===== src/verilog/pic_pkg.sv =====
`default_nettype none

package pic_pkg;

    // ------------------------------------------------------------
    // Widths
    // ------------------------------------------------------------
    localparam int ADDR_W = 10;
    localparam int VEC_W = 14;
    localparam int NSRC = 10;
    localparam int NLVL = 7;

    // ------------------------------------------------------------
    // Source indices
    // ------------------------------------------------------------
    localparam int SRC_P0 = 0;
    localparam int SRC_P1 = 1;
    localparam int SRC_TA = 2;
    localparam int SRC_TB = 3;
    localparam int SRC_P2 = 4;
    localparam int SRC_TC = 5;
    localparam int SRC_P3 = 6;
    localparam int SRC_TD = 7;
    localparam int SRC_AD = 8;
    localparam int SRC_SR = 9;

    // ------------------------------------------------------------
    // Nibble addresses in data memory
    // ------------------------------------------------------------
    localparam logic [ADDR_W-1:0] ADR_CTL0 = 10'h000;
    localparam logic [ADDR_W-1:0] ADR_CTL1 = 10'h001;
    localparam logic [ADDR_W-1:0] ADR_CTL2 = 10'h002;
    localparam logic [ADDR_W-1:0] ADR_CTL3 = 10'h003;
    localparam logic [ADDR_W-1:0] ADR_CTL22 = 10'h022;
    localparam logic [ADDR_W-1:0] ADR_CTL23 = 10'h023;
    localparam logic [ADDR_W-1:0] ADR_ESEL_A = 10'h026;
    localparam logic [ADDR_W-1:0] ADR_ESEL_B = 10'h027;

    // Flag location per source; its mask sits one bit above
    localparam logic [ADDR_W-1:0] FLAG_ADDR [NSRC] = '{
        ADR_CTL0, ADR_CTL1, ADR_CTL1, ADR_CTL2, ADR_CTL22,
        ADR_CTL2, ADR_CTL22, ADR_CTL3, ADR_CTL3, ADR_CTL23};
    localparam logic [1:0] FLAG_BIT [NSRC] = '{
        2'h2, 2'h0, 2'h2, 2'h0, 2'h0, 2'h2, 2'h2, 2'h0, 2'h2, 2'h2};
    localparam logic [1:0] MASK_OFS = 2'h1;
    localparam logic [1:0] EN_BIT = 2'h0;

    // ------------------------------------------------------------
    // Reset values
    // ------------------------------------------------------------
    localparam logic [NSRC-1:0] FLAG_RST = 10'h000;
    localparam logic [NSRC-1:0] MASK_RST = 10'h3ff;
    localparam logic EN_RST = 1'h0;
    // Pin idle levels: lines 0/1 high, lines 2/3 low
    localparam logic [3:0] PIN_RST = 4'h3;
    localparam logic [3:0] ESEL_RST = 4'h0;
    localparam logic [3:0] NIB_ZERO = 4'h0;

    // ------------------------------------------------------------
    // Edge select codes (two bits per pin)
    // ------------------------------------------------------------
    localparam logic [1:0] EDGE_NONE = 2'h0;
    localparam logic [1:0] EDGE_FALL = 2'h1;
    localparam logic [1:0] EDGE_RISE = 2'h2;
    localparam logic [1:0] EDGE_BOTH = 2'h3;

    // ------------------------------------------------------------
    // Vectors, highest priority first
    // ------------------------------------------------------------
    localparam logic [VEC_W-1:0] VEC_RESET = 14'h0000;
    localparam logic [VEC_W-1:0] LVL_VEC [NLVL] = '{
        14'h0002, 14'h0004, 14'h0006, 14'h0008, 14'h000a, 14'h000c,
        14'h000e};

    // ------------------------------------------------------------
    // Types
    // ------------------------------------------------------------
    typedef enum logic [2:0] {
        OP_NONE, OP_WRITE, OP_READ, OP_BSET, OP_BCLR, OP_BTEST
    } pic_op_e;

    typedef struct packed {
        pic_op_e op;
        logic [ADDR_W-1:0] addr;
        logic [1:0] bitSel;
        logic [3:0] wdata;
    } pic_access_s;

    typedef struct packed {
        logic [3:0] timerOverflow;
        logic serialDone;
        logic converterDone;
    } pic_events_s;

    typedef enum logic [1:0] {
        ST_IDLE, ST_FINISH, ST_CLRIE, ST_JUMP
    } pic_state_e;

endpackage

`default_nettype wire


===== src/verilog/pic_controller.sv =====
// What this block does
// - Takes ten sources: four pins, four timers, serial and converter.
// - Every source has flag, mask and vector; one global enable gates all.
// - Vectors shared: timer B/pin 2, timer C/pin 3, converter/serial.
// - Flags, masks, enable at nibbles 000-003, 022-023; bit ops reach them.
// - Software cannot set a flag; only its event sets it.
// - Reset clears enable and flags, sets all masks.
// - Flag set and mask clear requests; serviced only with enable set.
// - Priority encoder gives winner's vector; higher always wins.
// - Levels: pin0, pin1, timer A, B/pin2, C/pin3, D, converter/serial.
// - Reset and stop-cancel vector to zero; stop-cancel only in stop mode.
// - Shared vector active when either member is flagged and unmasked.
// - Entry: finish instruction, clear enable, then jump to vector.
// - Carry, status and counter pushed during entry cycles two and three.
// - Enable at 000 bit 0; entry clears it, return sets it.
// - Pins 0 and 1 flag on falling edge of active-low inputs.
// - Pins 2 and 3 flag on selected edge; selects for both pins at 026.
// - Timer overflow pulses set the timer flags.
// - Serial flag sets on transfer done or suspend.
`timescale 1ns/1ps
`default_nettype none

module pic_controller (
    // Clock and reset
    input wire logic sys_clk,
    input wire logic rst_n,
    // Data memory bit access
    input wire pic_pkg::pic_access_s access,
    output logic [3:0] rdData,
    output logic rdValid,
    output logic rdHit,
    // Request sources
    input wire logic ext_line_zero_n,
    input wire logic ext_line_one_n,
    input wire logic ext_line_two,
    input wire logic ext_line_three,
    input wire pic_pkg::pic_events_s events,
    // Stop mode wake
    input wire logic stopMode,
    input wire logic stop_cancel_input,
    output logic wakeReq,
    output logic [pic_pkg::VEC_W-1:0] wakeVector,
    // Core sequencer
    output logic intReq,
    output logic [pic_pkg::VEC_W-1:0] reqVector,
    input wire logic intAck,
    input wire logic return_from_handler_instr,
    output logic finishInstr,
    output logic pushStack,
    output logic jumpValid,
    output logic [pic_pkg::VEC_W-1:0] jumpVector,
    // State visible to other logic
    output logic global_enable_flag,
    output logic [3:0] edge_select_pin2_pin3_b
);
    import pic_pkg::*;

    logic [NSRC-1:0] flags, source_mask_bit, setEv, active;
    logic [3:0] edge_select_pin2_pin3_a;
    logic [NLVL-1:0] lvlActive;
    logic [VEC_W-1:0] next_vector;
    logic [3:0] pinSync1, pinSync2, pinPrev, pinFall, pinRise;
    logic stopSync1, stopSync2, anyActive, ackTaken, swWrite, next_hit;
    pic_state_e state;
    logic [3:0] next_rd;

    // ------------------------------------------------------------
    // Pin synchronisers and edge detection
    // ------------------------------------------------------------
    always_ff @(posedge sys_clk or negedge rst_n) begin
        if (!rst_n) begin
            pinSync1 <= PIN_RST;
            pinSync2 <= PIN_RST;
            pinPrev <= PIN_RST;
        end else begin
            pinSync1 <= {ext_line_three, ext_line_two, ext_line_one_n,
                         ext_line_zero_n};
            pinSync2 <= pinSync1;
            pinPrev <= pinSync2;
        end
    end

    assign pinFall = pinPrev & ~pinSync2;
    assign pinRise = ~pinPrev & pinSync2;

    // Edge select decode
    function automatic logic edgeHit(input logic [1:0] sel,
                                     input logic rise,
                                     input logic fall);
        logic hit;
        hit = 1'b0;
        unique case (sel)
            EDGE_NONE: hit = 1'b0;
            EDGE_FALL: hit = fall;
            EDGE_RISE: hit = rise;
            EDGE_BOTH: hit = rise | fall;
        endcase
        return hit;
    endfunction

    // ------------------------------------------------------------
    // Hardware set events
    // ------------------------------------------------------------
    always_comb begin
        setEv = '0;
        setEv[SRC_P0] = pinFall[0];
        setEv[SRC_P1] = pinFall[1];
        setEv[SRC_P2] = edgeHit(edge_select_pin2_pin3_a[1:0],
                                pinRise[2], pinFall[2]);
        setEv[SRC_P3] = edgeHit(edge_select_pin2_pin3_a[3:2],
                                pinRise[3], pinFall[3]);
        setEv[SRC_TA] = events.timerOverflow[0];
        setEv[SRC_TB] = events.timerOverflow[1];
        setEv[SRC_TC] = events.timerOverflow[2];
        setEv[SRC_TD] = events.timerOverflow[3];
        setEv[SRC_SR] = events.serialDone;
        setEv[SRC_AD] = events.converterDone;
    end

    // ------------------------------------------------------------
    // Flags and masks under bit access
    // ------------------------------------------------------------
    assign swWrite = access.op == OP_WRITE || access.op == OP_BSET ||
                     access.op == OP_BCLR;

    // New value of bit b at the accessed nibble
    function automatic logic bitValue(input logic [1:0] b);
        return access.op == OP_WRITE ? access.wdata[b] : access.op == OP_BSET;
    endfunction

    for (genvar i = 0; i < NSRC; i++) begin : g_src
        logic hitNib, flagWr, maskWr;
        logic [1:0] maskBit;
        assign maskBit = FLAG_BIT[i] + MASK_OFS;
        assign hitNib = swWrite && access.addr == FLAG_ADDR[i];
        assign flagWr = hitNib && (access.op == OP_WRITE ||
                                   access.bitSel == FLAG_BIT[i]);
        assign maskWr = hitNib && (access.op == OP_WRITE ||
                                   access.bitSel == maskBit);

        // Set wins over clear; a written one is ignored
        always_ff @(posedge sys_clk or negedge rst_n) begin
            if (!rst_n) begin
                flags[i] <= FLAG_RST[i];
            end else if (setEv[i]) begin
                flags[i] <= 1'b1;
            end else if (flagWr && !bitValue(FLAG_BIT[i])) begin
                flags[i] <= 1'b0;
            end
        end

        always_ff @(posedge sys_clk or negedge rst_n) begin
            if (!rst_n) begin
                source_mask_bit[i] <= MASK_RST[i];
            end else if (maskWr) begin
                source_mask_bit[i] <= bitValue(maskBit);
            end
        end

        assign active[i] = flags[i] & ~source_mask_bit[i];
    end

    // ------------------------------------------------------------
    // Global enable
    // ------------------------------------------------------------
    always_ff @(posedge sys_clk or negedge rst_n) begin
        if (!rst_n) begin
            global_enable_flag <= EN_RST;
        end else if (return_from_handler_instr) begin
            global_enable_flag <= 1'b1;
        end else if (state == ST_FINISH) begin
            global_enable_flag <= 1'b0;
        end else if (swWrite && access.addr == ADR_CTL0 &&
                     (access.op == OP_WRITE || access.bitSel == EN_BIT)) begin
            global_enable_flag <= bitValue(EN_BIT);
        end
    end

    // ------------------------------------------------------------
    // Edge select registers (write only)
    // ------------------------------------------------------------
    always_ff @(posedge sys_clk or negedge rst_n) begin
        if (!rst_n) begin
            edge_select_pin2_pin3_a <= ESEL_RST;
            edge_select_pin2_pin3_b <= ESEL_RST;
        end else if (access.op == OP_WRITE) begin
            if (access.addr == ADR_ESEL_A) begin
                edge_select_pin2_pin3_a <= access.wdata;
            end
            if (access.addr == ADR_ESEL_B) begin
                edge_select_pin2_pin3_b <= access.wdata;
            end
        end
    end

    // ------------------------------------------------------------
    // Read and bit test
    // ------------------------------------------------------------
    always_comb begin
        next_rd = NIB_ZERO;
        next_hit = access.addr == ADR_CTL0 || access.addr == ADR_CTL1 ||
                   access.addr == ADR_CTL2 || access.addr == ADR_CTL3 ||
                   access.addr == ADR_CTL22 || access.addr == ADR_CTL23 ||
                   access.addr == ADR_ESEL_A || access.addr == ADR_ESEL_B;
        if (access.addr == ADR_CTL0) begin
            next_rd[EN_BIT] = global_enable_flag;
        end
        for (int i = 0; i < NSRC; i++) begin
            if (access.addr == FLAG_ADDR[i]) begin
                next_rd[FLAG_BIT[i]] = flags[i];
                next_rd[2'(FLAG_BIT[i] + MASK_OFS)] = source_mask_bit[i];
            end
        end
        if (access.op == OP_BTEST) begin
            next_rd = {3'h0, next_rd[access.bitSel]};
        end
    end

    always_ff @(posedge sys_clk or negedge rst_n) begin
        if (!rst_n) begin
            rdData <= NIB_ZERO;
            rdValid <= 1'b0;
            rdHit <= 1'b0;
        end else begin
            rdValid <= access.op == OP_READ || access.op == OP_BTEST;
            rdHit <= next_hit;
            rdData <= (access.op == OP_READ || access.op == OP_BTEST) ?
                      next_rd : NIB_ZERO;
        end
    end

    // ------------------------------------------------------------
    // Priority encoder
    // ------------------------------------------------------------
    always_comb begin
        lvlActive[0] = active[SRC_P0];
        lvlActive[1] = active[SRC_P1];
        lvlActive[2] = active[SRC_TA];
        lvlActive[3] = active[SRC_TB] | active[SRC_P2];
        lvlActive[4] = active[SRC_TC] | active[SRC_P3];
        lvlActive[5] = active[SRC_TD];
        lvlActive[6] = active[SRC_AD] | active[SRC_SR];
        next_vector = LVL_VEC[NLVL-1];
        for (int l = NLVL - 1; l >= 0; l--) begin
            if (lvlActive[l]) begin
                next_vector = LVL_VEC[l];
            end
        end
    end

    assign anyActive = |lvlActive;

    // ------------------------------------------------------------
    // Entry sequence
    // ------------------------------------------------------------
    assign ackTaken = state == ST_IDLE && intReq && intAck;

    always_ff @(posedge sys_clk or negedge rst_n) begin
        if (!rst_n) begin
            state <= ST_IDLE;
        end else begin
            unique case (state)
                ST_IDLE: if (ackTaken) state <= ST_FINISH;
                ST_FINISH: state <= ST_CLRIE;
                ST_CLRIE: state <= ST_JUMP;
                ST_JUMP: state <= ST_IDLE;
            endcase
        end
    end

    always_ff @(posedge sys_clk or negedge rst_n) begin
        if (!rst_n) begin
            intReq <= 1'b0;
            reqVector <= VEC_RESET;
        end else begin
            intReq <= state == ST_IDLE && !ackTaken &&
                      global_enable_flag && anyActive;
            if (!ackTaken) begin
                reqVector <= next_vector;
            end
        end
    end

    always_ff @(posedge sys_clk or negedge rst_n) begin
        if (!rst_n) begin
            finishInstr <= 1'b0;
            pushStack <= 1'b0;
            jumpValid <= 1'b0;
            jumpVector <= VEC_RESET;
        end else begin
            finishInstr <= ackTaken;
            pushStack <= state == ST_FINISH || state == ST_CLRIE;
            jumpValid <= state == ST_CLRIE;
            if (ackTaken) begin
                jumpVector <= reqVector;
            end
        end
    end

    // ------------------------------------------------------------
    // Stop cancel wake
    // ------------------------------------------------------------
    always_ff @(posedge sys_clk or negedge rst_n) begin
        if (!rst_n) begin
            stopSync1 <= 1'b0;
            stopSync2 <= 1'b0;
            wakeReq <= 1'b0;
            wakeVector <= VEC_RESET;
        end else begin
            stopSync1 <= stop_cancel_input;
            stopSync2 <= stopSync1;
            wakeReq <= stopMode && stopSync2;
            wakeVector <= VEC_RESET;
        end
    end
endmodule

`default_nettype wire


===== config.mk =====
export PLATFORM = sky130hd
export DESIGN_NAME = pic_controller
export DESIGN_NICKNAME = d
export VERILOG_FILES = /design/src/verilog/pic_pkg.sv /design/src/verilog/pic_controller.sv
export SDC_FILE = /design/constraint.sdc
export NUM_CORES = 1
export LEC_CHECK = 0
export BUFFER_PORTS_ARGS = -buffer_cell sky130_fd_sc_hd__clkbuf_2
export CORE_ASPECT_RATIO = 1.2
export CORE_MARGIN = 2
export CORE_UTILIZATION = 56
export CTS_CLUSTER_SIZE = 25
export DETAILED_ROUTE_END_ITERATION = 8
export HOLD_SLACK_MARGIN = 0.06
export PLACE_DENSITY_LB_ADDON = 0.2
export RECOVER_POWER = 25
export SLEW_MARGIN = 10
export SYNTH_ARGS = -nofsm -noshare
export SYNTH_HDL_FRONTEND = slang
export SYNTH_SLANG_ARGS = --single-unit

===== constraint.sdc =====
create_clock -name sys_clk -period 2.6 [get_ports sys_clk]
set_input_delay 0.26 -clock sys_clk [delete_from_list [all_inputs] [get_ports sys_clk]]
set_output_delay 0.26 -clock sys_clk [all_outputs]
set_load 0.01 [all_outputs]

# Yosys cells after proc, flatten, opt, wreduce, memory -nomap -nowiden
# Index checks and enable logic that the tools add are counted.
# totals
regBits	84
latchBits	0
ram_bits	0
rom_bits	0
in_bits	35
out_inout_bits	58
wordCells	226
memories	0
# classes
addsub	0
multipliers	0
div_mod_pow	0
order_cmp	1
n_eq_ne	25
shift	0
mux	52
n_bitwise	29
n_reduce_logical	80
# ops
op	count
two-way mux 14 bit	5
logical AND 1 bit	43
equality test 10 x 6 -> 1 bit (second input constant)	4
two-way mux 1 bit	29
two-way mux 2 bit	12
equality test 10 x 2 -> 1 bit (second input constant)	2
nonzero test 2 bit	10
equality test 2 bit (second input constant)	8
logical OR 1 bit	15
AND 1 bit	10
equality test 10 x 1 -> 1 bit (second input constant)	1
logical NOT 10 bit	1
NOT 1 bit	10
AND 4 bit	2
equality test 2 x 1 -> 1 bit (second input constant)	4
logical NOT 2 bit	4
two-way mux 4 bit	2
NOT 4 bit	2
case mux 1 bit (4 select lines)	2
case mux 2 bit (4 select lines)	1
OR reduction 7 bit	1
equality test 3 x 2 -> 1 bit (second input constant)	2
equality test 3 bit (second input constant)	2
bitwise OR 1 bit	5
other kinds (7)	10

# Logic depth before layout (Yosys ltp)
# Gate-level depths: netlist of the first run.
# logic_depth
ltp_word	11
depth_mapped	7

# Worst setup path before layout of the first run
# No wires, ideal clock.
# synth_path
path_type	input to register
startpoint	input access[7] (netlist name)
endpoint	register source_mask_bit[4]
setup_ns	0.082
arrival_time_ns	1.816
t_required_ns	2.518
slack_ns	0.701
cell_stages	6
path_buffers	1
cell_sequence	buf_4 > nor4b_4 > nand2_2 > or4b_4 > and2b_2 > mux2_2
# synth_via
elab_chain_len	3
# synth_lines
element	line_no	source
start, declared	pic_controller.sv:28	input wire pic_pkg::pic_access_s access,
equality test 10 x 6 -> 1 bit	pic_controller.sv:135	assign hitNib = swWrite && access.addr == FLAG_ADDR[i];
logical AND 1 bit	pic_controller.sv:135	
logical AND 1 bit	pic_controller.sv:138	assign maskWr = hitNib && (access.op == OP_WRITE ||
end signal, assigned by index	pic_controller.sv:154	source_mask_bit[i] <= MASK_RST[i];
end signal, assigned by index	pic_controller.sv:156	source_mask_bit[i] <= bitValue(maskBit);
end, declared	pic_controller.sv:58	logic [NSRC-1:0] flags, source_mask_bit, setEv, active;
# No other way between the ends.
# A chain may end at the register's enable or synchronous reset.

# Worst setup path after layout of the first run
# layout_path
startpoint	input access[15] (netlist name)
endpoint	register source_mask_bit[9]
# The elaborated chain is that of the path after synthesis.

==> results of run 1 <==
[cell type report]
type,instances,area share
Sequential cell,62,0.4201
Clock inverter,5,0.01338
Clock buffer,11,0.03512
Multi-Input combinational cell,225,0.3863
Inverter,20,0.02007
Tap cell,64,0.02140
Timing Repair Buffer,69,0.1037
[layer usage]
| metal | track usage | wire length (um) | vias up |
|---|---|---|---|
| li1 | - | - | 1171 |
| met1 | 0.2970 | 3002 | 1150 |
| met2 | 0.3807 | 3445 | 112 |
| met3 | 0.07250 | 521 | 14 |
| met4 | 0.1074 | 148 | 0 |
| met5 | 0 | 0 | - |
[cells by family after synthesis]
logic type,after synthesis,synth area share
AOI/OAI and AO/OA,61,0.1275
adders and majority gates,8,0.03063
buffers and inverters,64,0.1171
DFF,62,0.4809
muxes,23,0.07810
other,1,0.001147
and+or+nand+nor,97,0.1646
[cell usage in the layout, fill, tap and decap left out, types with 8 or more instances in the layout]
cell,count
a21oi_1,9
clkbuf_1,16
clkbuf_2,42
clkbuf_8,9
conb_1,36
dfrtp_1,46
dfstp_2,14
ha_1,8
inv_1,20
mux2_2,20
nand2_1,31
nor2_1,20
o21ai_0,17
[synth_stat cells (3+ instances only)]
cell type	number	area share
dfrtp_1	46	0.35
o21ai_0	17	0.026
mux2i_1	3	0.0092
o22ai_1	4	0.0077
nand3_1	5	0.0077
nand2_1	31	0.036
nor3b_1	5	0.011
nor3_1	7	0.011
o31ai_1	3	0.0069
inv_1	20	0.023
buf_4	38	0.087
mux2_2	20	0.069
nand2b_1	5	0.0096
a21o_1	6	0.014
a21oi_1	9	0.014
ha_1	8	0.031
clkbuf_1	6	0.0069
nor2_1	20	0.023
nand4_1	4	0.0077
dfstp_2	16	0.13
[critical path, stage by stage]
cell,delay (ns)
clkbuf_2,0.12
nor4_4,0.51
nand4_1,0.25
or2_1,0.33
nor3_1,0.23
mux2_2,0.35
[report_power, final]
group | internal [mW] | switching (mW)
clock | 0.436 | 0.359
sequential | 1.04 | 0.0388
combinational | 0.142 | 0.229
total | 1.62 | 0.627
[path summary, 6_finish.rpt]
path | depth (start not counted) | to
max reg2reg | 5 | rdData[0]
min | 2 | flags[3]
min in group asynchronous | 2 | edge_select_pin2_pin3_b[2]
max | 6 | source_mask_bit[9]
max in group asynchronous | 3 | pinSync1[0]
min reg2reg | 0 | stopSync2
[metrics by stage]
step                cell area, um2  hold WS, ns  power, mW  std cells
detailed placement            3517       0.3420      1.471        434
global route                  3741      0.08584      2.360        456
floorplan                     3400     -0.03559      1.355        351
global placement              3517       0.3334      1.458        434
CTS                           3759      0.07965      2.277        456
finish                        3741      0.08850      2.247        456
[flip-flops by register name (all words and copies together), names as in the netlist]
| register | flops |
|---|---|
| pinPrev | 4 |
| edge_select_pin2_pin3_b | 4 |
| global_enable_flag | 1 |
| intReq | 1 |
| stopSync2 | 1 |
| source_mask_bit | 10 |
| rdHit | 1 |
| jumpValid | 1 |
| finishInstr | 1 |
| reqVector | 3 |
| pinSync2 | 4 |
| state | 2 |
| pinSync1 | 4 |
| wakeReq | 1 |
| edge_select_pin2_pin3_a | 4 |
| rdValid | 1 |
| rdData | 4 |
| flags | 10 |
| stopSync1 | 1 |
| pushStack | 1 |
| jumpVector | 3 |
==> out/metrics.cfg, run 1 <==
[detailed_routing]
vias_per_cell = 5.366
dr.first_iter.drc_count = 204
detail-route-antenna-nets = 0
first_pass_iters = 4
drc = 0
totalWireLength_um = 7117
wl_per_cell_um = 15.61
vias = 2447

[place]
port_buffers = 56
place_congestion = 0.9353
hpwlAfterDp_um = 5550
place_ws_ns = 0.4847

[clock_network]
cts_tree = built
cts.clk_slew.worst_paths_ns = 0.07
ctsResizeCount = 0
ctsLongestPathBuffers = 2
clock_sinks = 62
cts_buffers = 9
clock_latency_ns = 0.34
cts.hold.buffers_added = 6
post_cts_buffers = 0
clockRootBuffer = clkbuf_8
cts.htree.levels = 3

[min_path]
hold_class = input port to register
hp-start = events[3]

[floorplanning]
pin_count = 93
core.rowCount = 30
initial_core_util = 0.5804
die_width_um = 73.74
die_h_um = 87.69
fp.dieArea_um2 = 6465
core_um2 = 5630

[timing]
rsz0062_at_grt = no
fin_crit_sh = 0.6904
hold_viol = 0
tightest_slew_ns = 0.8319
slew_viol_final = 0
fin_crit_ns = 1.795
max_slew_margin = 0.4454
fmax_mhz = 557.1
setup_tns_ns = 0
setup_viol = 0
finClkSkew_ns = 0.009412
worst_slack_ns = 0.8048

[yosys]
synthDistinctLibCells = 55
syn_area_um2 = 3268
yosys_most_used_dff = dfrtp_1
ys_ff_latch = 62
yosysSeqAreaShare = 0.4809
synth_area_per_cell_um2 = 10.34
synthArstFlopShare = 1.000
syn_inst = 316
synth_edf_count = 0
ys.warnings.count = 0

[power_and_ir_drop]
ir_worst_vdd_mv = 0.3891
p_leak_nw = 1.770
power.density_nw_per_um2 = 600.6

[layout]
final_util = 0.6644
regArea_um2 = 1572
nNetsFinal = 430
antenna_cells = 0
area_growth_pct = 14.47
multi_input_area_um2 = 1445
fillers = 465
drive_above_1_share = 0.2704

[grt]
grtUsageTotal = 0.2385
overflow = 0
grt_start_max_net_pins = 33
antenna_found_initial = 0
grt_first_pass_wirelength_um = 11210
grt_pass1_vias = 2273

[critical_path]
cp.required_ns = 2.87
cp-start-kind = input port
startpoint = access[15]
crit_type = input port to register
r2r-start = source_mask_bit[1]
worstPathArrival_ns = 2.06
critPathMaxFanout = 8
rrSetupSlack_ns = 0.93
cp-end-kind = register

[outcome]
outcome = completed

[job]
drv_cap = 0

Power figures use the tool's default switching activity.
==> run 2: changes to the inputs <==
--- a/config.mk
+++ b/config.mk
@@ -5,10 +5,11 @@
 export SDC_FILE = /design/constraint.sdc
 export NUM_CORES = 1
 export LEC_CHECK = 0
+export ABC_AREA = 1
 export BUFFER_PORTS_ARGS = -buffer_cell sky130_fd_sc_hd__clkbuf_2
 export CORE_ASPECT_RATIO = 1.2
 export CORE_MARGIN = 2
-export CORE_UTILIZATION = 56
+export CORE_UTILIZATION = 52
 export CTS_CLUSTER_SIZE = 25
 export DETAILED_ROUTE_END_ITERATION = 8
 export HOLD_SLACK_MARGIN = 0.06
==> constraint.sdc (replaced) <==
create_clock -name sys_clk -period 1.74 [get_ports sys_clk]
set_input_delay 0.174 -clock sys_clk [delete_from_list [all_inputs] [get_ports sys_clk]]
set_output_delay 0.174 -clock sys_clk [all_outputs]
set_load 0.01 [all_outputs]
==> run 2 against run 1 <==
Against the previous run: clock skew down 0.0019 ns; sequential cell count unchanged; clock-buffer cell count down 1; register-to-register slack worse by 0.69 ns; area after synthesis up 1.8%; die area up 9.2%; largest power group unchanged.
==> out/metrics.cfg, run 2 <==
[power_and_ir_drop]
seqPwrFrac = 0.481  ; about the same
combPwrFrac = 0.163  ; was 0.165
power_frac_clock = 0.356  ; was 0.354
swShare = 0.3027  ; was 0.2790
switching_power_uw = 999.3  ; was 626.9 uW
p_leak_nw = 2.067  ; was 1.770 nW
ir_worst_vdd_mv = 0.6891  ; was 0.3891 mV
intPower_mw = 2.302  ; was 1.620 mW
power.density_nw_per_um2 = 832.6  ; was 600.6 nW/um2

[floorplanning]
core.rowCount = 31  ; was 30
die_width_um = 77.03  ; was 73.74 um
fp.dieArea_um2 = 7059  ; was 6465 um2
die_h_um = 91.64  ; was 87.69 um
core_um2 = 6128  ; was 5630 um2
pin_count = 93  ; unchanged
initial_core_util = 0.5431  ; was 0.5804

[layout]
fillers = 556  ; was 465
final_area_um2 = 3965  ; was 3741 um2
nNetsFinal = 518  ; was 430
layout_common_cells = nand2_1 (74), clkbuf_2 (55), inv_1 (47)  ; was dfrtp_1 (46), clkbuf_2 (42), conb_1 (36)
top_regs = flags (10), source_mask_bit (10)  ; unchanged
drive_above_1_share = 0.2750  ; was 0.2704
area_growth_pct = 19.14  ; was 14.47%
antenna_cells = 0  ; unchanged
final_common_cell = nand2_1  ; was dfrtp_1

[detailed_routing]
vias = 2740  ; was 2447
wl_per_cell_um = 13.49  ; was 15.61 um
drc = 0  ; unchanged
dr.first_iter.drc_count = 139  ; was 204
first_pass_iters = 5  ; was 4
vias_per_cell = 4.875  ; was 5.366
totalWireLength_um = 7582  ; was 7117 um
detail-route-antenna-nets = 0  ; unchanged

[timing]
setup_tns_ns = 0  ; unchanged
hold_viol = 0  ; unchanged
max_slew_margin = 0.6304  ; was 0.4454
tightest_slew_ns = 0.5485  ; was 0.8319 ns
fmax_mhz = 664.6
rsz0062_at_grt = no  ; unchanged
fin_crit_sh = 0.8648
setup_viol = 0  ; unchanged
fin_crit_ns = 1.505
finClkSkew_ns = 0.007478  ; was 0.009412 ns
slew_viol_final = 0  ; unchanged

[outcome]
outcome = completed  ; unchanged

[clock_network]
cts.clk_slew.worst_paths_ns = 0.08  ; was 0.07 ns
cts_tree = built  ; unchanged
clockRootBuffer = clkbuf_8  ; unchanged
clock_latency_ns = 0.34  ; about the same
ctsLongestPathBuffers = 2  ; unchanged
cts_buffers = 9  ; unchanged
cts.htree.levels = 3  ; unchanged
ctsResizeCount = 0  ; unchanged
clock_sinks = 62  ; unchanged

[critical_path]
reg2reg_depth = 6  ; was 5
critPathMaxFanout = 9  ; was 8
cp-start-kind = register  ; was input port
worstPathArrival_ns = 1.76  ; was 2.06 ns
crit_type = register to register  ; was input port to register
reg2reg_to = state[0]  ; was rdData[0]
cp.required_ns = 2.00  ; was 2.87 ns
rrSetupSlack_ns = 0.24  ; was 0.93 ns
r2r-start = state[0]  ; was source_mask_bit[1]
cp-end-kind = register  ; unchanged

[place]
port_buffers = 56  ; unchanged
place_area_um2 = 3645  ; was 3517 um2
hpwlAfterDp_um = 5841  ; was 5550 um
place_congestion = 0.9677  ; was 0.9353

[yosys]
synth_area_leaders = dfrtp_1 (35%), dfstp_2 (13%), nand2_1 (8.3%)  ; was dfrtp_1 (35%), dfstp_2 (13%), buf_4 (8.7%)
synth_edf_count = 0  ; unchanged
synth_top_area_frac = 0.3459  ; was 0.3522
synth.most_common_cell = nand2_1  ; was dfrtp_1
ys_ff_latch = 62  ; unchanged
yosys_most_used_dff = dfrtp_1  ; unchanged
synthDistinctLibCells = 37  ; was 55
ys.warnings.count = 0  ; unchanged
synth_commonest_cells = nand2_1 (74), inv_1 (47), dfrtp_1 (46)  ; was dfrtp_1 (46), buf_4 (38), nand2_1 (31)
synthArstFlopShare = 1.000  ; unchanged
synth_area_leader_cell = dfrtp_1  ; unchanged
yosysSeqAreaShare = 0.4722  ; was 0.4809
syn_inst = 387  ; was 316
syn_area_um2 = 3328  ; was 3268 um2
synth_area_per_cell_um2 = 8.600  ; was 10.34 um2

[grt]
grt_pass1_vias = 2735  ; was 2273
grt_first_pass_wirelength_um = 12850  ; was 11210 um
grt_start_max_net_pins = 29  ; was 33
grtUsageTotal = 0.2364  ; was 0.2385
overflow = 0  ; unchanged
antenna_found_initial = 0  ; unchanged

[min_path]
hold_end = edge_select_pin2_pin3_a[1]  ; was flags[3]
hold_depth = 2  ; unchanged
hold_class = input port to register  ; unchanged
hp-start = access[1]  ; was events[3]

[job]
drv_cap = 0  ; unchanged

-- run 2: cells by family after synthesis --
kind of cell	synth area share
buf+inv	0.1466
simple gates	0.2267
flops	0.4722
compound gates	0.1113
mux	0.01203
fa+ha+maj	0.03008
other cells	0.001127
-- run 2: per-stage QoR --
stage / hold slack (ns) / util / std cells / worst slack (ns) / total power, mW
after floorplan: -0.1216 / - / 422 / 0.4396 / 1.963
after detailed placement: 0.1714 / 0.5947 / 532 / 0.07210 / 2.127
after global routing: 0.1033 / 0.6470 / 562 / 0.09713 / 3.471
after global placement: 0.1691 / 0.5947 / 532 / 0.1213 / 2.110
after CTS: 0.1001 / 0.6472 / 562 / 0.2528 / 3.315
final: 0.1053 / 0.6470 / 562 / 0.2352 / 3.301
-- run 2: worst max-delay path by stage --
| stage | startpoint | endpoint | depth (start not counted) | slack [ns] |
|---|---|---|---|---|
| 6_report | state[0] | state[0] | 6 | 0.24 |
| 5_1_grt | state[0] | state[0] | 6 | 0.1 |
| 4_1_cts | state[0] | state[0] | 6 | 0.25 |
| 3_5_place_dp | access[10] | edge_select_pin2_pin3_b[1] | 8 | 0.07 |
| 3_3_place_gp | access[10] | edge_select_pin2_pin3_b[1] | 8 | 0.12 |
| 2_1_floorplan | access[10] | edge_select_pin2_pin3_a[1] | 7 | 0.44 |
-- run 2: routing by layer --
| layer | vias up | GRT usage | share of wire |
|---|---|---|---|
| met2 | 103 | 0.3991 | 0.49 |
| met4 | 0 | 0.1027 | 0.034 |
| met1 | 1282 | 0.2948 | 0.42 |
| met5 | - | 0 | 0 |
| met3 | 18 | 0.04724 | 0.056 |
| li1 | 1337 | - | - |
-- run 2: power groups by stage --
stage | registers (mW) | logic (mW) | clock network, mW
2_1_floorplan | 1.63 | 0.333 | 0
3_3_place_gp | 1.61 | 0.496 | 0
3_5_place_dp | 1.62 | 0.510 | 0
4_1_cts | 1.59 | 0.538 | 1.19
5_1_grt | 1.60 | 0.606 | 1.27
6_report | 1.59 | 0.538 | 1.17
-- run 2: final cells by class --
cell class,instances,area [um2],area share
Clock inverter,6,43.79,0.01104
Sequential cell,62,1572,0.3963
Multi-Input combinational cell,266,1400,0.3531
Inverter,58,217.7,0.05491
Clock buffer,10,137.6,0.03471
Timing Repair Buffer,78,491.7,0.1240
Tap cell,82,102.6,0.02588
-- run 2: repair_timing --
action                    4_1_cts  5_1_grt
hold endpoints to repair       27        0
hold buffers                   14        0
buffers inserted                0        0
-- run 2: worst max-delay path, cell delays in order (launching register included) --
cell and delay (ns):
dfrtp_1 0.38, inv_1 0.13, ha_1 0.21, nand3_1 0.27, nand2_1 0.21, o21ai_0 0.11, o21ai_0 0.10
